$ cat config.mk
export PLATFORM = sky130hd
export DESIGN_NAME = tds_top
export DESIGN_NICKNAME = d
export VERILOG_FILES = /design/src/rtl/tds_pkg.sv /design/src/rtl/tds_top.sv
export SDC_FILE = /design/constraint.sdc
export NUM_CORES = 1
export LEC_CHECK = 0
export BUFFER_PORTS_ARGS = -buffer_cell sky130_fd_sc_hd__buf_2
export CAP_MARGIN = 15
export CORE_UTILIZATION = 28
export DETAILED_ROUTE_END_ITERATION = 7
export HOLD_SLACK_MARGIN = 0.15
export PLACE_DENSITY = 0.44
export SYNTH_ARGS = -nofsm -noshare
export SYNTH_HDL_FRONTEND = slang
export SYNTH_SLANG_ARGS = --single-unit
$ cat constraint.sdc
create_clock -name mclk -period 19.8 [get_ports mclk]
set_input_delay 3.96 -clock mclk [delete_from_list [all_inputs] [get_ports mclk]]
set_output_delay 3.96 -clock mclk [all_outputs]
set_load 0.005 [all_outputs]
$ cat src/rtl/tds_pkg.sv
// Package of constants, encodings and carrier types for the trigger delay sequencer.
`default_nettype none
package tds_pkg;
  // Register byte addresses on the AXI4-Lite slave.
  localparam logic [7:0] ADDR_CTRL = 8'h00;
  localparam logic [7:0] ADDR_TRIG_CFG = 8'h04;
  localparam logic [7:0] ADDR_DELAY_SRC = 8'h08;
  localparam logic [7:0] ADDR_DELAY_TIME = 8'h0c;
  localparam logic [7:0] ADDR_EVENT_COUNT = 8'h10;
  localparam logic [7:0] ADDR_BLOCK_COUNT = 8'h14;
  localparam logic [7:0] ADDR_STATUS = 8'h18;
  // Control register bit positions.
  localparam int CTRL_INITIATE_BIT = 0;
  localparam int CTRL_ABORT_BIT = 1;
  // Trigger source codes.
  localparam logic [2:0] SRC_IMMEDIATE = 3'h0;
  localparam logic [2:0] SRC_EXTERNAL = 3'h1;
  localparam logic [2:0] SRC_LINE_ZERO = 3'h2;
  localparam logic [2:0] SRC_LINE_ZERO_LONG = 3'h3;
  localparam logic [2:0] SRC_LINE_ONE = 3'h4;
  localparam logic [2:0] SRC_LINE_ONE_LONG = 3'h5;
  // Threshold selections, one comparator each.
  localparam logic [2:0] LVL_TTL = 3'h0;
  localparam logic [2:0] LVL_ECL = 3'h1;
  localparam logic [2:0] LVL_TTL_PROBE = 3'h2;
  localparam logic [2:0] LVL_ECL_PROBE = 3'h3;
  localparam logic [2:0] LVL_GND = 3'h4;
  // Delay source codes.
  localparam logic [1:0] DSRC_IMMEDIATE = 2'h0;
  localparam logic [1:0] DSRC_TIMER = 2'h1;
  localparam logic [1:0] DSRC_INPUT = 2'h2;
  // Timing: delay is programmed in 25 ns steps, clock period 40 ns.
  localparam int CLK_PERIOD_NS = 40;
  localparam int TIME_STEP_NS = 25;
  localparam int DELAY_MIN_NS = 75;
  localparam int DELAY_MAX_NS = 26214000;
  localparam int DELAY_DEFAULT_NS = 100;
  localparam logic [19:0] DELAY_MIN_STEPS = 20'(DELAY_MIN_NS / TIME_STEP_NS);
  localparam logic [19:0] DELAY_MAX_STEPS = 20'(DELAY_MAX_NS / TIME_STEP_NS);
  localparam logic [19:0] DELAY_DEFAULT_STEPS = 20'(DELAY_DEFAULT_NS / TIME_STEP_NS);
  localparam int REARM_MAX_NS = 500;
  localparam int REARM_MAX_CYCLES = REARM_MAX_NS / CLK_PERIOD_NS;
  // Event and block counts.
  localparam logic [19:0] EVENT_COUNT_DEFAULT = 20'h00001;
  localparam logic [19:0] BLOCK_COUNT_DEFAULT = 20'h00001;
  // AXI responses.
  localparam logic [1:0] RESP_OKAY = 2'h0;
  localparam logic [1:0] RESP_SLVERR = 2'h2;
  // Trigger configuration word as stored in its register, bits [9:0].
  typedef struct packed {
    logic measSlope;
    logic measSel;
    logic twoChan;
    logic [2:0] level;
    logic slope;
    logic [2:0] src;
  } tds_trig_cfg_s;
  localparam tds_trig_cfg_s TRIG_CFG_RESET = '{1'b0, 1'b0, 1'b0, LVL_TTL, 1'b0, SRC_IMMEDIATE};
  // Sequencer states.
  typedef enum logic [2:0] {
    ST_IDLE = 3'b000,
    ST_ARM = 3'b001,
    ST_WAIT_TRIG = 3'b010,
    ST_DELAY = 3'b011,
    ST_ACQ = 3'b100
  } tds_state_e;
endpackage : tds_pkg
`default_nettype wire

$ cat src/rtl/tds_top.sv
// Trigger qualification and pre-acquisition delay sequencer with AXI4-Lite registers.
// Notes on behaviour
// - Trigger first, then delay, then acquire.
// - Event delay counts measured input, same slope; the code takes the count edge from its own measSlope bit instead.
// - Event count 0..1048575, reset value one.
// - Input mode waits programmed event count.
// - Timer mode waits programmed time after trigger.
// - Immediate mode starts acquisition at once.
// - Time 75 ns..26.214 ms, 25 ns steps, default 100 ns.
// - Time setting used only in timer mode.
// - Five threshold selections, numeric maps, default TTL.
// - Threshold applies only to external source.
// - Edge direction qualifies every non-immediate source.
// - Rising edge means low to high; default rising.
// - Immediate source needs no trigger; reset default.
// - Either backplane line, short or long name.
// - External source is the front-panel input.
// - Re-arm between blocks well under 500 ns.
//
// Decided for this implementation: the address map and the AXI4-Lite register port.
`default_nettype none
module tds_top (
  input wire logic mclk, // 25 MHz clock.
  input wire logic rst, // Asynchronous reset, active high.
  input wire logic [31:0] s_axi_awaddr, // Write address.
  input wire logic s_axi_awvalid, // Write address valid.
  output logic s_axi_awready, // Write address ready.
  input wire logic [31:0] s_axi_wdata, // Write data.
  input wire logic [3:0] s_axi_wstrb, // Write byte strobes.
  input wire logic s_axi_wvalid, // Write data valid.
  output logic s_axi_wready, // Write data ready.
  output logic [1:0] s_axi_bresp, // Write response.
  output logic s_axi_bvalid, // Write response valid.
  input wire logic s_axi_bready, // Write response ready.
  input wire logic [31:0] s_axi_araddr, // Read address.
  input wire logic s_axi_arvalid, // Read address valid.
  output logic s_axi_arready, // Read address ready.
  output logic [31:0] s_axi_rdata, // Read data.
  output logic [1:0] s_axi_rresp, // Read response.
  output logic s_axi_rvalid, // Read data valid.
  input wire logic s_axi_rready, // Read data ready.
  input wire logic [4:0] extTrigCmp, // Front-panel comparator outputs, one per threshold.
  input wire logic backplaneLineZero, // Backplane trigger line zero, positive logic.
  input wire logic backplaneLineOne, // Backplane trigger line one, positive logic.
  input wire logic measInputOne, // Conditioned measured input one.
  input wire logic measInputTwo, // Conditioned measured input two.
  input wire logic acqBlockDone, // Pulse from the acquisition engine at block end.
  output logic acqStart, // One-cycle pulse that starts acquisition.
  output logic armed // High while waiting for a trigger.
);
  localparam int RearmBound = tds_pkg::REARM_MAX_CYCLES;

  // Merge a write word into a register under the byte strobes.
  function automatic logic [31:0] wmerge(input logic [31:0] old, input logic [31:0] data,
                                         input logic [3:0] strb);
    logic [31:0] res;
    res = old;
    for (int i = 0; i < 4; i++) begin
      if (strb[i]) begin
        res[i*8 +: 8] = data[i*8 +: 8];
      end
    end
    return res;
  endfunction

  // Pick the active edge of a level given the previous and current samples.
  function automatic logic edgeSeen(input logic prev, input logic cur, input logic falling);
    return falling ? (prev && !cur) : (!prev && cur);
  endfunction

  tds_pkg::tds_trig_cfg_s trigCfg;
  tds_pkg::tds_state_e state;
  logic [1:0] delaySrc;
  logic [19:0] delayTime;
  logic [19:0] eventCount;
  logic [19:0] blockCount;
  logic [19:0] blocksLeft;
  logic [19:0] eventsLeft;
  logic [24:0] targetNs;
  logic [25:0] elapsedNs;
  logic [8:0] syncA;
  logic [8:0] syncB;
  logic trigPrev;
  logic measPrev;
  logic trigLevel;
  logic measLevel;
  logic trigEdge;
  logic measEdge;
  logic initiate;
  logic abort;
  logic wrFire;
  logic rdFire;
  logic [7:0] wrAddr;
  logic [7:0] rdAddr;
  logic [31:0] wrOld;
  logic [31:0] wrWord;
  logic srcImm;

  // Pins from outside pass two flops; only the second stage is read by logic.
  always_ff @(posedge mclk or posedge rst) begin
    if (rst) begin
      syncA <= 9'h000;
      syncB <= 9'h000;
    end else begin
      syncA <= {measInputTwo, measInputOne, backplaneLineOne, backplaneLineZero, extTrigCmp};
      syncB <= syncA;
    end
  end

  // Trigger level: threshold comparator only on the external source.
  always_comb begin
    case (trigCfg.src)
      tds_pkg::SRC_EXTERNAL: trigLevel = syncB[trigCfg.level];
      tds_pkg::SRC_LINE_ZERO, tds_pkg::SRC_LINE_ZERO_LONG: trigLevel = syncB[5];
      tds_pkg::SRC_LINE_ONE, tds_pkg::SRC_LINE_ONE_LONG: trigLevel = syncB[6];
      default: trigLevel = 1'b0;
    endcase
  end

  // Two-channel runs always count input one; single-channel counts the measured input.
  assign measLevel = (trigCfg.twoChan || !trigCfg.measSel) ? syncB[7] : syncB[8];
  assign srcImm = (trigCfg.src == tds_pkg::SRC_IMMEDIATE);
  assign trigEdge = srcImm || edgeSeen(trigPrev, trigLevel, trigCfg.slope);
  assign measEdge = edgeSeen(measPrev, measLevel, trigCfg.measSlope);

  // Previous samples for edge detection; updated every cycle so arming sees a fresh value.
  always_ff @(posedge mclk or posedge rst) begin
    if (rst) begin
      trigPrev <= 1'b0;
      measPrev <= 1'b0;
    end else begin
      trigPrev <= trigLevel;
      measPrev <= measLevel;
    end
  end

  // Write channel: address and data are taken together, one write outstanding.
  assign s_axi_awready = s_axi_awvalid && s_axi_wvalid && !s_axi_bvalid;
  assign s_axi_wready = s_axi_awready;
  assign wrFire = s_axi_awready;
  assign wrAddr = s_axi_awaddr[7:0];
  assign initiate = wrFire && (wrAddr == tds_pkg::ADDR_CTRL) && s_axi_wstrb[0]
                    && s_axi_wdata[tds_pkg::CTRL_INITIATE_BIT];
  assign abort = wrFire && (wrAddr == tds_pkg::ADDR_CTRL) && s_axi_wstrb[0]
                 && s_axi_wdata[tds_pkg::CTRL_ABORT_BIT];

  // Write response, with an error for unmapped or read-only addresses.
  always_ff @(posedge mclk or posedge rst) begin
    if (rst) begin
      s_axi_bvalid <= 1'b0;
      s_axi_bresp <= tds_pkg::RESP_OKAY;
    end else if (wrFire) begin
      s_axi_bvalid <= 1'b1;
      s_axi_bresp <= (s_axi_awaddr[31:8] == 24'h000000 && wrAddr[1:0] == 2'h0
                      && wrAddr < tds_pkg::ADDR_STATUS) ? tds_pkg::RESP_OKAY
                                                        : tds_pkg::RESP_SLVERR;
    end else if (s_axi_bready) begin
      s_axi_bvalid <= 1'b0;
    end
  end

  // Old contents of the addressed register, so a partial strobe keeps untouched bytes.
  always_comb begin
    case (wrAddr)
      tds_pkg::ADDR_TRIG_CFG: wrOld = {22'h000000, trigCfg};
      tds_pkg::ADDR_DELAY_SRC: wrOld = {30'h00000000, delaySrc};
      tds_pkg::ADDR_DELAY_TIME: wrOld = {12'h000, delayTime};
      tds_pkg::ADDR_EVENT_COUNT: wrOld = {12'h000, eventCount};
      tds_pkg::ADDR_BLOCK_COUNT: wrOld = {12'h000, blockCount};
      default: wrOld = 32'h00000000;
    endcase
  end
  assign wrWord = wmerge(wrOld, s_axi_wdata, s_axi_wstrb);

  // Configuration registers; out-of-range level, delay time and block count are clamped to the nearest legal value, bad sources fall back to immediate.
  always_ff @(posedge mclk or posedge rst) begin
    if (rst) begin
      trigCfg <= tds_pkg::TRIG_CFG_RESET;
      delaySrc <= tds_pkg::DSRC_IMMEDIATE;
      delayTime <= tds_pkg::DELAY_DEFAULT_STEPS;
      eventCount <= tds_pkg::EVENT_COUNT_DEFAULT;
      blockCount <= tds_pkg::BLOCK_COUNT_DEFAULT;
    end else if (wrFire && s_axi_awaddr[31:8] == 24'h000000) begin
      case (wrAddr)
        tds_pkg::ADDR_TRIG_CFG: begin
          trigCfg <= wrWord[9:0];
          if (wrWord[2:0] > tds_pkg::SRC_LINE_ONE_LONG) begin
            trigCfg.src <= tds_pkg::SRC_IMMEDIATE;
          end
          if (wrWord[6:4] > tds_pkg::LVL_GND) begin
            trigCfg.level <= tds_pkg::LVL_GND;
          end
        end
        tds_pkg::ADDR_DELAY_SRC: begin
          delaySrc <= (wrWord[1:0] > tds_pkg::DSRC_INPUT) ? tds_pkg::DSRC_IMMEDIATE
                                                          : wrWord[1:0];
        end
        tds_pkg::ADDR_DELAY_TIME: begin
          if (wrWord < {12'h000, tds_pkg::DELAY_MIN_STEPS}) begin
            delayTime <= tds_pkg::DELAY_MIN_STEPS;
          end else if (wrWord > {12'h000, tds_pkg::DELAY_MAX_STEPS}) begin
            delayTime <= tds_pkg::DELAY_MAX_STEPS;
          end else begin
            delayTime <= wrWord[19:0];
          end
        end
        tds_pkg::ADDR_EVENT_COUNT: begin
          eventCount <= wrWord[19:0];
        end
        tds_pkg::ADDR_BLOCK_COUNT: begin
          blockCount <= (wrWord[19:0] == 20'h00000) ? 20'h00001 : wrWord[19:0];
        end
        default: ;
      endcase
    end
  end

  // Sequencer: idle, arm (reload), wait for trigger, delay, acquire.
  always_ff @(posedge mclk or posedge rst) begin
    if (rst) begin
      state <= tds_pkg::ST_IDLE;
      acqStart <= 1'b0;
      blocksLeft <= 20'h00000;
    end else begin
      acqStart <= 1'b0;
      if (abort) begin
        state <= tds_pkg::ST_IDLE;
      end else begin
        case (state)
          tds_pkg::ST_IDLE: begin
            if (initiate) begin
              blocksLeft <= blockCount;
              state <= tds_pkg::ST_ARM;
            end
          end
          tds_pkg::ST_ARM: state <= tds_pkg::ST_WAIT_TRIG;
          tds_pkg::ST_WAIT_TRIG: begin
            if (trigEdge) begin
              if (delaySrc == tds_pkg::DSRC_IMMEDIATE
                  || (delaySrc == tds_pkg::DSRC_INPUT && eventsLeft == 20'h00000)) begin
                acqStart <= 1'b1;
                state <= tds_pkg::ST_ACQ;
              end else begin
                state <= tds_pkg::ST_DELAY;
              end
            end
          end
          tds_pkg::ST_DELAY: begin
            if ((delaySrc == tds_pkg::DSRC_TIMER && elapsedNs >= {1'b0, targetNs})
                || (delaySrc == tds_pkg::DSRC_INPUT && eventsLeft == 20'h00000)) begin
              acqStart <= 1'b1;
              state <= tds_pkg::ST_ACQ;
            end
          end
          tds_pkg::ST_ACQ: begin
            if (acqBlockDone) begin
              blocksLeft <= blocksLeft - 20'h00001;
              state <= (blocksLeft > 20'h00001) ? tds_pkg::ST_ARM : tds_pkg::ST_IDLE;
            end
          end
          default: state <= tds_pkg::ST_IDLE;
        endcase
      end
    end
  end

  // Delay timer and event counter: reloaded when armed, run only after the trigger.
  // The timer counts real nanoseconds so the 25 ns grid rounds up to whole 40 ns cycles.
  always_ff @(posedge mclk or posedge rst) begin
    if (rst) begin
      targetNs <= 25'h0000000;
      elapsedNs <= 26'h0000000;
      eventsLeft <= 20'h00000;
    end else if (state == tds_pkg::ST_ARM) begin
      // The product needs 25 bits at the longest delay, so widen before multiplying.
      targetNs <= 25'(delayTime) * 25'(tds_pkg::TIME_STEP_NS);
      elapsedNs <= 26'h0000000;
      eventsLeft <= eventCount;
    end else if (state == tds_pkg::ST_DELAY || (state == tds_pkg::ST_WAIT_TRIG && trigEdge)) begin
      if (state == tds_pkg::ST_DELAY) begin
        elapsedNs <= elapsedNs + 26'(tds_pkg::CLK_PERIOD_NS);
      end
      if (state == tds_pkg::ST_DELAY && measEdge && eventsLeft != 20'h00000) begin
        eventsLeft <= eventsLeft - 20'h00001;
      end
    end
  end

  assign armed = (state == tds_pkg::ST_WAIT_TRIG);

  // Read channel: one read outstanding, data registered one cycle after the address.
  assign s_axi_arready = !s_axi_rvalid;
  assign rdFire = s_axi_arvalid && s_axi_arready;
  assign rdAddr = s_axi_araddr[7:0];
  always_ff @(posedge mclk or posedge rst) begin
    if (rst) begin
      s_axi_rvalid <= 1'b0;
      s_axi_rdata <= 32'h00000000;
      s_axi_rresp <= tds_pkg::RESP_OKAY;
    end else if (rdFire) begin
      s_axi_rvalid <= 1'b1;
      s_axi_rresp <= tds_pkg::RESP_OKAY;
      s_axi_rdata <= 32'h00000000;
      if (s_axi_araddr[31:8] != 24'h000000) begin
        s_axi_rresp <= tds_pkg::RESP_SLVERR;
      end else begin
        case (rdAddr)
          tds_pkg::ADDR_CTRL: s_axi_rdata <= 32'h00000000;
          tds_pkg::ADDR_TRIG_CFG: s_axi_rdata <= {22'h000000, trigCfg};
          tds_pkg::ADDR_DELAY_SRC: s_axi_rdata <= {30'h00000000, delaySrc};
          tds_pkg::ADDR_DELAY_TIME: s_axi_rdata <= {12'h000, delayTime};
          tds_pkg::ADDR_EVENT_COUNT: s_axi_rdata <= {12'h000, eventCount};
          tds_pkg::ADDR_BLOCK_COUNT: s_axi_rdata <= {12'h000, blockCount};
          tds_pkg::ADDR_STATUS: s_axi_rdata <= {eventsLeft[18:0], blocksLeft[9:0], state};
          default: s_axi_rresp <= tds_pkg::RESP_SLVERR;
        endcase
      end
    end else if (s_axi_rready) begin
      s_axi_rvalid <= 1'b0;
    end
  end

  // Checks on the register defaults, the delay range and the sequencing.
  chk_defaults_after_reset: assert property (@(posedge mclk) $fell(rst) |->
    eventCount == 20'h00001 && delayTime == 20'h00004 && trigCfg.src == 3'h0)
    else $error("Reset defaults wrong.");
  chk_time_in_range: assert property (@(posedge mclk) disable iff (rst)
    delayTime >= 20'h00003 && delayTime <= 20'hffff0)
    else $error("Delay time out of range.");
  chk_start_after_trigger: assert property (@(posedge mclk) disable iff (rst)
    acqStart |-> $past(state) == tds_pkg::ST_WAIT_TRIG || $past(state) == tds_pkg::ST_DELAY)
    else $error("Acquisition started without trigger.");
  chk_immediate_source: assert property (@(posedge mclk) disable iff (rst)
    (state == tds_pkg::ST_WAIT_TRIG && srcImm && !abort) |=> state != tds_pkg::ST_WAIT_TRIG)
    else $error("Immediate source did not trigger.");
  chk_immediate_delay: assert property (@(posedge mclk) disable iff (rst)
    (state == tds_pkg::ST_WAIT_TRIG && trigEdge && !abort
     && delaySrc == tds_pkg::DSRC_IMMEDIATE) |=> acqStart)
    else $error("Immediate delay not shortest.");
  chk_timer_elapsed: assert property (@(posedge mclk) disable iff (rst)
    (acqStart && delaySrc == tds_pkg::DSRC_TIMER) |-> elapsedNs >= {1'b0, targetNs}
    && targetNs == 25'(delayTime) * 25'd25)
    else $error("Timer delay too short.");
  chk_events_counted: assert property (@(posedge mclk) disable iff (rst)
    (acqStart && delaySrc == tds_pkg::DSRC_INPUT) |-> eventsLeft == 20'h00000)
    else $error("Event delay incomplete.");
  chk_edge_direction: assert property (@(posedge mclk) disable iff (rst)
    (state == tds_pkg::ST_WAIT_TRIG && !srcImm && trigEdge) |->
    (trigCfg.slope ? (trigPrev && !trigLevel) : (!trigPrev && trigLevel)))
    else $error("Trigger on wrong edge.");
  chk_rearm_bound: assert property (@(posedge mclk) disable iff (rst || abort)
    (state == tds_pkg::ST_ACQ && acqBlockDone && blocksLeft > 20'h00001) |->
    ##[1:RearmBound] state == tds_pkg::ST_WAIT_TRIG)
    else $error("Re-arm too slow.");
  chk_reload_on_arm: assert property (@(posedge mclk) disable iff (rst)
    state == tds_pkg::ST_ARM |=> eventsLeft == $past(eventCount) && elapsedNs == 26'h0000000)
    else $error("Delay not reloaded on arm.");
  cov_timer_run: cover property (@(posedge mclk) disable iff (rst)
    acqStart && delaySrc == tds_pkg::DSRC_TIMER);
  cov_event_run: cover property (@(posedge mclk) disable iff (rst)
    acqStart && delaySrc == tds_pkg::DSRC_INPUT);
  cov_multi_block: cover property (@(posedge mclk) disable iff (rst)
    state == tds_pkg::ST_ACQ && acqBlockDone && blocksLeft > 20'h00001);
endmodule // tds_top
`default_nettype wire

==> results of run 1 <==
## where the power goes
group          internal (mW)  total (mW)  switching, mW
Clock                  0.325       0.528          0.203
Combinational         0.0892       0.266          0.176
Sequential             0.483       0.527         0.0440
Total                  0.896        1.32          0.424
## per-layer routing
layer / wire [um] / vias to the layer above
met5: 0 / -
met4: 1100 / 0
met3: 2000 / 56
met2: 20400 / 318
met1: 21300 / 5605
li1: - / 5746
## how the worst min path moves through the flow
stage          startpoint  endpoint  cells past startpoint
4_1_cts          syncA[6]  syncB[6]                      0
3_3_place_gp     syncA[8]  syncB[8]                      0
3_5_place_dp     syncA[5]  syncB[5]                      0
6_report         syncA[6]  syncB[6]                      0
2_1_floorplan    syncA[0]  syncB[0]                      0
5_1_grt          syncA[7]  syncB[7]                      0
## critical path, cell delays in order
cell and delay [ps]:
buf_2 110, nand3b_1 150, inv_1 80, buf_2 130
## registers in the layout, summed over array words and instances, names as in the netlist, 3 cells and up
signal       count
eventsLeft      20
blockCount      20
trigCfg         10
blocksLeft      20
s_axi_rdata     32
syncA            9
state            3
syncB            9
elapsedNs       23
delayTime       20
targetNs        25
eventCount      20
## cell usage after synthesis, types with 8 or more instances
library cell,number,area (um2)
a22o_1,18,158
a21oi_1,58,290
a221o_1,11,110
fa_1,15,300
o41ai_1,8,70.1
or4_1,9,67.6
nand2_1,204,766
nand3_1,25,125
xnor2_1,11,96.3
dfrtp_1,217,5430
o31ai_1,8,60.1
mux2_2,18,203
clkbuf_1,53,199
nor2_1,95,357
nor2b_1,9,56.3
a221oi_1,18,158
and3_1,23,144
xor2_1,30,263
and2_1,18,113
a21o_1,16,120
mux2i_1,34,340
nand2b_1,14,87.6
nor3_1,35,175
or3_1,13,81.3
a311oi_1,9,78.8
inv_1,118,443
nor4_1,31,194
o21ai_2,10,87.6
o21ai_0,168,841
nand4_1,9,56.3
ha_1,93,1160
a22oi_1,14,105
## final cells by class
| type | count | area share |
|---|---|---|
| clock buffers | 38 | 0.0502 |
| multi-input cells | 1119 | 0.465 |
| inverters | 118 | 0.0279 |
| repair buffers | 175 | 0.0583 |
| flip-flops and latches | 220 | 0.341 |
| well taps | 615 | 0.0477 |
| clock inverters | 14 | 0.00969 |
## kinds of logic after synthesis
logic type | count (synthesis) | share of synthesized area
simple gates | 512 | 0.180
compound gates | 402 | 0.188
flops | 220 | 0.401
buf+inv | 189 | 0.0558
fa+ha+maj | 108 | 0.106
mux | 54 | 0.0428
xor+xnor | 41 | 0.0261
other cells | 1 | 0.000273
## layout by cell type (no fill, tap or decap), drive strengths merged, types with 5 or more instances in the layout
cell type and count:
nor2b 9, xor2 30, nor4 33, and2 18, o31ai 8, mux2 18, ha 93, or3 13
clkinv 8, a31oi 7, a21oi 58, mux2i 34, nand2b 14, nor3b 5, dfrtp 217, xnor2 11
o22ai 7, nand2 204, a221o 11, a21o 16, a22oi 14, a221oi 18, clkbuf 38, nand4 9
a211oi 7, nor3 35, or4 9, o41ai 8, inv 118, a22o 18, nand3 26, o2111ai 5
buf 175, nor2 96, fa 15, a311oi 9, o211ai 5, o21ai 181, and3 23
==> flow_metrics.py, run 1 <==
metrics = {
    "worst_setup_path": {
        "startpoint": "s_axi_awvalid",
        "start_kind": "primary input",
        "endpoint": "s_axi_awready",
        "r2r_slack_ps": 15530,
        "rr_worst_depth": 12,
        "reg2reg_from": "delayTime[2]",
        "worstPathArrival_ps": 4440,
        "endpoint_kind": "output port",
        "crit_type": "primary input to output port",
        "crit_fanout": 4,
        "r2r-end": "targetNs[20]",
        "required_ps": 15840,
    },
    "synth": {
        "synth_area_mm2": 0.0138,
        "seq_area_frac_synth": 0.401,
        "synth_edf_count": 0,
        "synthCells": 1527,
        "yosysWarnings": 0,
        "yosysUniqueCellTypes": 75,
        "synthFlopType": "dfrtp_1",
        "yosys_register_bits": 220,
        "synth_area_per_cell_um2": 9.01,
        "synthArstFlopShare": 1.00,
    },
    "sta": {
        "rsz0062_at_grt": "no",
        "min_period_ps": 8400,
        "min_period_over_period": 0.424,
        "hold_slack_ps": 347,
        "relSlewSlack": 0.257,
        "fin_worst_skew_ps": 14.4,
        "layout_setup_ws_ps": 11400,
        "final_max_slew_viol_count": 0,
        "tns_ps": 0,
        "hold_viol_final": 0,
        "setup-violations-final": 0,
        "tightest_slew_ps": 1110,
        "max_freq_ghz": 0.119,
    },
    "pwr": {
        "leakagePower_nw": 7.55,
        "powerDensity_mw_per_mm2": 81.8,
        "ir_drop_v": 0.0000562,
        "total_power_mw": 1.32,
    },
    "clocking": {
        "clkLatencyLatePin_ps": 560,
        "cts_max_path_buffers": 3,
        "ctsHoldBuffers": 0,
        "cts_buffers": 28,
        "htree_levels": 1,
        "cts_tree": "built",
        "cts_sinks": 220,
        "cts_resized": 0,
        "cts_root_buf": "clkbuf_16",
        "clkTransAtPathRegs_ps": 60,
        "post_cts_buffers": 0,
    },
    "grt": {
        "grt_antenna_before_repair": 1,
        "busiest_layer": "met2",
        "globalRouteOverflowTotal": 0,
        "grt_util_met1": 0.261,
        "grt_max_degree": 91,
        "grtUsageMet3": 0.0207,
        "grt_use_total": 0.181,
        "grt_pass1_vias": 11400,
        "grt_pass1_wl_um": 70300,
        "use_met2": 0.286,
    },
    "detailed_routing": {
        "vias": 11700,
        "route.detailed.drc": 0,
        "vias_per_cell": 5.10,
        "wirelength_um": 44800,
        "wl_per_cell_um": 19.5,
        "dr.pass1.iters": 5,
        "ant_nets": 0,
        "drt-initial-drc-count": 831,
    },
    "cells_and_area": {
        "postLayoutCoreUtil": 0.336,
        "syn2layout_area_growth_pct": 17.3,
        "regArea_mm2": 0.00551,
        "layout.nets": 1887,
        "design_area_mm2": 0.0161,
        "n_fill_cell": 4989,
        "multi_input_area_mm2": 0.00750,
        "stdcell_count": 2299,
        "drive_gt1_frac": 0.161,
        "n_antenna_cell": 0,
    },
    "floorplanning": {
        "boundaryPins": 160,
        "initial_core_util": 0.286,
        "fp.dieH_um": 224,
        "rows": 80,
        "dieArea_mm2": 0.0500,
        "core_area_mm2": 0.0480,
        "die_w_um": 224,
    },
    "outcome": {
        "status": "finished, final reports clean",
    },
    "placement": {
        "place_ws_ps": 11390,
        "place_congestion": 0.898,
        "place_hpwl_um": 34500,
        "post_dp_cell_area_mm2": 0.0151,
        "dp.cells": 2246,
        "io_buffer_count": 157,
    },
    "flow_run": {
        "maxCapViolations": 0,
    },
    "worst_hold_path": {
        "min_path_type": "register to register",
    },
}
Note: power is estimated with default switching activity, not from simulation.
==> inputs of run 2 (changes only) <==
Settings changed: ABC_AREA set to 1, PLACE_DENSITY 0.44 to 0.46.
Clock period 19.8 ns to 6.9 ns, I/O delays scaled along.
==> run 2 against run 1 <==
  * Setup slack got worse by 8300 ps
  * Sequential power rose to 2.8 times the previous value
  * Register-to-register slack got worse by 12000 ps
  * Critical path depth rose by 9
  * First-iteration DRC count fell by 4.7%
  * Design area rose by 2.9%
  * Synthesized cell count rose by 21%
  * Sequential cell count did not move
  * Non-clock buffer count fell by 6
  * Largest cell class unchanged
==> flow_metrics.py, run 2 <==
metrics = {
    "worst_setup_path": {
        "path_cells": "ha_1 > ha_1 > fa_1 > ha_1 > a21oi_1 > nand2_1 > a21oi_1 > o21ai_0 > a21oi_1 > o21bai_1 > or2_2 > nand3_1 > o21ai_0",
        "cpLargestDelayFamily": "adder cells",
        "endpoint_kind": "register",
        "required_ps": 7350,
        "crit_path_top_delay_cell": "dfstp_2",
        "crit_buf_inv": 0,
        "crit_type": "register to register",
        "worstPathArrival_ps": 4210,
        "cp_slowest_stage_delay_ps": 580,
        "start_kind": "register",
        "crit_fanout": 5,
    },
    "pwr": {
        "netSwitchingFraction": 0.344,
        "intPower_mw": 2.55,
        "switchingPower_mw": 1.34,
        "p_clk_frac": 0.390,
        "total_power_mw": 3.89,
        "leakagePower_nw": 8.08,
        "combPwrFrac": 0.232,
        "sequentialPowerShare": 0.378,
        "ir_drop_v": 0.000162,
        "powerDensity_mw_per_mm2": 234,
    },
    "cells_and_area": {
        "layout.nets": 2218,
        "n_antenna_cell": 0,
        "drive_gt1_frac": 0.126,
        "mostFrequentLayoutCells": "nand2_1, inv_1, dfrtp_1, o21ai_0, buf_2",
        "syn2layout_area_growth_pct": 16.9,
        "final_common_cell": "nand2_1",
        "top_register": "s_axi_rdata",
        "largest_reg_flops": 32,
        "largestRegisters": "s_axi_rdata x32, targetNs x25, elapsedNs x23",
    },
    "clocking": {
        "post_cts_buffers": 0,
        "clkLatencyLatePin_ps": 590,
        "ctsHoldBuffers": 0,
        "clkTransAtPathRegs_ps": 70,
        "cts_buffers": 29,
        "cts_resized": 0,
        "htree_levels": 1,
        "cts_max_path_buffers": 3,
        "cts_root_buf": "clkbuf_16",
        "cts_tree": "built",
        "cts_sinks": 220,
    },
    "detailed_routing": {
        "drt-initial-drc-count": 792,
        "vias": 13300,
        "vias_per_cell": 4.95,
        "wirelength_um": 48100,
        "route.detailed.drc": 0,
        "dr.pass1.iters": 6,
        "ant_nets": 0,
        "wl_per_cell_um": 17.9,
    },
    "synth": {
        "yosysTopAreaCell": "dfrtp_1",
        "synth_area_per_cell_um2": 7.67,
        "netlist.area_leader.share": 0.382,
        "synth_edf_count": 0,
        "synth_most_common_cell": "nand2_1",
        "synthCells": 1850,
        "yosysUniqueCellTypes": 58,
        "yosys_register_bits": 220,
        "synth_area_leaders": "dfrtp_1, nand2_1, ha_1",
        "seq_area_frac_synth": 0.388,
        "synthArstFlopShare": 1.00,
        "yosys-top-cells-count": "nand2_1, inv_1, dfrtp_1, o21ai_0",
        "synthFlopType": "dfrtp_1",
        "synth_area_mm2": 0.0142,
        "yosysWarnings": 0,
    },
    "placement": {
        "place_ws_ps": 2900,
        "place_hpwl_um": 36900,
        "place_congestion": 0.936,
        "io_buffer_count": 157,
    },
    "sta": {
        "setup-violations-final": 0,
        "min_period_over_period": 0.546,
        "hold_viol_final": 0,
        "relSlewSlack": 0.290,
        "tightest_slew_ps": 1070,
        "min_period_ps": 3760,
        "max_freq_ghz": 0.266,
        "layout_setup_ws_ps": 3140,
        "rsz0062_at_grt": "no",
        "fin_worst_skew_ps": 32.2,
        "tns_ps": 0,
        "final_max_slew_viol_count": 0,
    },
    "grt": {
        "grt_pass1_wl_um": 74100,
        "grt_max_degree": 175,
        "grt_pass1_vias": 12600,
        "globalRouteOverflowTotal": 0,
        "grt_use_total": 0.187,
        "grt_antenna_before_repair": 0,
    },
    "floorplanning": {
        "die_w_um": 227,
        "fp.dieH_um": 227,
        "initial_core_util": 0.284,
        "boundaryPins": 160,
        "rows": 82,
        "core_area_mm2": 0.0501,
        "dieArea_mm2": 0.0516,
    },
    "worst_hold_path": {
        "min_path_type": "register to register",
    },
    "flow_run": {
        "maxCapViolations": 0,
    },
    "outcome": {
        "status": "finished, final reports clean",
    },
}
-- run 2: metrics by stage --
step | hold WS [ps] | std cells | cell area (um2) | utilization
finish | 345 | 2686 | 16600 | 0.332
global route | 358 | 2686 | 16600 | 0.332
detailed placement | 336 | 2631 | 15600 | 0.312
CTS | 348 | 2683 | 16600 | 0.331
floorplan | 331 | 1851 | 14200 | -
global placement | 333 | 2631 | 15600 | 0.312
-- run 2: layout make-up --
cell class	count	area [um2]
clock buffer	40	817
clock inverter	12	130
fill	5479	33500
inverter	248	935
multi-input combinational	1325	7460
sequential	220	5510
tap	672	841
timing repair buffer	169	916
-- run 2: per-layer routing --
metal,share of wire,track usage,up-vias,wire length (um)
met5,0,0,-,0
met4,0.032,0.0652,0,1530
met3,0.048,0.0192,76,2290
met2,0.45,0.293,369,21500
met1,0.47,0.266,6384,22800
li1,-,-,6475,-
-- run 2: logic make-up after synthesis --
logic type               count (synthesis)  share of synthesized area
buffers and inverters                  306                     0.0880
AO/OA/AOI/OAI                          384                      0.157
adder cells (fa/ha/maj)                108                      0.103
XOR/XNOR                                27                     0.0167
other                                    1                   0.000264
AND/OR/NAND/NOR                        804                      0.247
flip-flops                             220                      0.388
-- run 2: worst paths after layout --
kind / startpoint / to / depth (start not counted) / slack [ps]
worst max-delay path: delayTime[2] / targetNs[19] / 13 / 3140
worst min register to register: syncA[7] / syncB[7] / 0 / 340
max in group asynchronous: rst / blocksLeft[11] / 4 / 4450
min in group asynchronous: rst / s_axi_bresp[1] / 3 / 1000
worst max register to register: delayTime[2] / targetNs[19] / 13 / 3140
worst min-delay path: syncA[7] / syncB[7] / 0 / 340
-- run 2: power by group through the flow --
stage	logic, mW	clock network (mW)	registers (mW)
final	0.903	1.52	1.47
after global routing	1.02	1.61	1.48
after CTS	0.906	1.57	1.47
after detailed placement	0.902	0	1.49
after global placement	0.895	0	1.49
after floorplan	0.618	0	1.47
==> inputs of run 3 (changes only) <==
Settings changed: PLACE_DENSITY 0.46 to 0.44.
Clock period 6.9 ns to 3.5 ns, I/O delays scaled along.
==> run 3 against run 2 <==
  * Worst hold slack lost 120 ps
  * Core utilization grew 1.4 points
  * Design area rose by 4.2%
  * First-iteration DRC count is 2.4% lower
  * Largest power group unchanged
  * Die area stayed put
  * Power increased by 100%
==> flow_metrics.py, run 3 (synthesis results as in run 2) <==
metrics = {
    "outcome": {
        "status": "finished, final reports clean",
    },
    "cells_and_area": {
        "syn2layout_area_growth_pct": 21.9,
        "top_register": "s_axi_rdata",
        "postLayoutCoreUtil": 0.346,
        "drive_gt1_frac": 0.159,
        "final_common_cell": "nand2_1",
        "largest_reg_flops": 32,
        "layout.nets": 2289,
        "n_antenna_cell": 0,
        "largestRegisters": "s_axi_rdata x32, targetNs x25, elapsedNs x23",
        "mostFrequentLayoutCells": "nand2_1, inv_1, dfrtp_1, o21ai_0, buf_2",
    },
    "sta": {
        "tightest_slew_ps": 885,
        "setup-violations-final": 0,
        "tns_ps": 0,
        "final_max_slew_viol_count": 0,
        "min_period_over_period": 0.935,
        "hold_viol_final": 0,
        "fin_worst_skew_ps": 27.1,
        "min_period_ps": 3270,
        "max_freq_ghz": 0.306,
        "relSlewSlack": 0.402,
        "layout_setup_ws_ps": 229,
        "rsz0062_at_grt": "yes",
    },
    "worst_setup_path": {
        "worstPathArrival_ps": 3720,
        "crit_path_top_delay_cell": "dfstp_2",
        "endpoint_kind": "register",
        "cpLargestDelayFamily": "adder cells",
        "crit_buf_inv": 1,
        "start_kind": "register",
        "path_cells": "ha_1 > ha_1 > ha_1 > fa_1 > nand2_1 > o21ai_1 > a21oi_2 > inv_1 > a21oi_2 > o21ai_0 > or2_2 > nand3_1 > o21ai_0",
        "cpMostUsedCell": "ha_1",
        "crit_type": "register to register",
        "cp_slowest_stage_delay_ps": 570,
        "required_ps": 3940,
        "crit_fanout": 4,
    },
    "pwr": {
        "leakagePower_nw": 8.47,
        "total_power_mw": 7.92,
        "netSwitchingFraction": 0.337,
        "powerDensity_mw_per_mm2": 458,
        "combPwrFrac": 0.237,
        "switchingPower_mw": 2.67,
        "p_clk_frac": 0.396,
        "ir_drop_v": 0.000317,
        "sequentialPowerShare": 0.368,
        "intPower_mw": 5.25,
    },
    "clocking": {
        "cts_buffers": 29,
        "cts_root_buf": "clkbuf_16",
        "htree_levels": 1,
        "cts_max_path_buffers": 3,
        "cts_tree": "built",
        "clkLatencyLatePin_ps": 590,
        "cts_sinks": 220,
        "clkTransAtPathRegs_ps": 60,
    },
    "grt": {
        "grt_pass1_vias": 13100,
        "grt_pass1_wl_um": 76000,
        "globalRouteOverflowTotal": 0,
        "grt_max_degree": 91,
        "grt_use_total": 0.192,
        "grt_antenna_before_repair": 0,
    },
    "placement": {
        "place_ws_ps": 50.3,
        "io_buffer_count": 157,
        "place_congestion": 0.918,
        "place_hpwl_um": 38200,
    },
    "floorplanning": {
        "die_w_um": 227,
        "rows": 82,
        "fp.dieH_um": 227,
        "core_area_mm2": 0.0501,
        "boundaryPins": 160,
        "dieArea_mm2": 0.0516,
        "initial_core_util": 0.284,
    },
    "detailed_routing": {
        "ant_nets": 0,
        "dr.max_layer_used": "met4",
        "vias_per_cell": 4.87,
        "drt-initial-drc-count": 773,
        "m1WireLength_um": 23500,
        "vias": 13400,
        "wl_met3_um": 2400,
        "dr.pass1.iters": 5,
        "route.detailed.drc": 0,
        "wirelength_um": 49300,
        "wl_per_cell_um": 17.9,
        "wl_met2_um": 21800,
    },
    "flow_run": {
        "maxCapViolations": 0,
    },
    "worst_hold_path": {
        "min_path_type": "primary input to register",
    },
}
-- run 3: through the flow --
step	std cells	hold WS (ps)	area (um2)
floorplan	1851	331	14200
global placement	2704	333	16200
detailed placement	2704	336	16200
CTS	2759	190	17300
global route	2759	201	17300
finish	2759	220	17300
-- run 3: worst paths after layout --
path | startpoint | to | slack (ps) | cells past startpoint
setup / recovery | delayTime[2] | targetNs[18] | 230 | 13
hold / removal | extTrigCmp[2] | syncA[2] | 220 | 1
setup reg to reg | delayTime[2] | targetNs[18] | 230 | 13
hold reg to reg | syncA[3] | syncB[3] | 340 | 0
max in group asynchronous | rst | targetNs[24] | 2140 | 4
min in group asynchronous | rst | acqStart | 600 | 3
-- run 3: final cells by class --
cell class / count / area, um2
inverter: 248 / 935
timing repair buffer: 240 / 1510
fill: 5434 / 32800
clock inverter: 12 / 175
multi-input combinational: 1325 / 7510
clock buffer: 42 / 825
sequential: 220 / 5510
tap: 672 / 841
-- run 3: metal layers --
metal | GRT usage | vias up
met1 | 0.270 | 6385
met5 | 0 | -
met4 | 0.0667 | 0
li1 | - | 6621
met3 | 0.0250 | 80
met2 | 0.300 | 361
-- run 3: worst reg2reg max path: stages, from the launching register on --
cell and delay [ps]:
dfstp_2 570, ha_1 240, ha_1 300, ha_1 320, fa_1 520, nand2_1 130
o21ai_1 110, a21oi_2 180, inv_1 60, a21oi_2 180, o21ai_0 110, or2_2 280
nand3_1 70, o21ai_0 70
-- run 3: power groups by stage --
| stage | Clock [mW] | Combinational [mW] | Sequential, mW |
|---|---|---|---|
| 2_1_floorplan | 0 | 1.22 | 2.89 |
| 3_3_place_gp | 0 | 1.86 | 2.95 |
| 3_5_place_dp | 0 | 1.87 | 2.95 |
| 4_1_cts | 3.23 | 1.88 | 2.91 |
| 5_1_grt | 3.31 | 2.11 | 2.93 |
| 6_report | 3.13 | 1.87 | 2.91 |
-- run 3: what timing repair did --
item,in CTS,in global routing
resized for setup,0,14
hold endpoints to repair,1,0
setup buffers,0,0
hold buffers,1,0
endpoints found under the setup margin,0,9
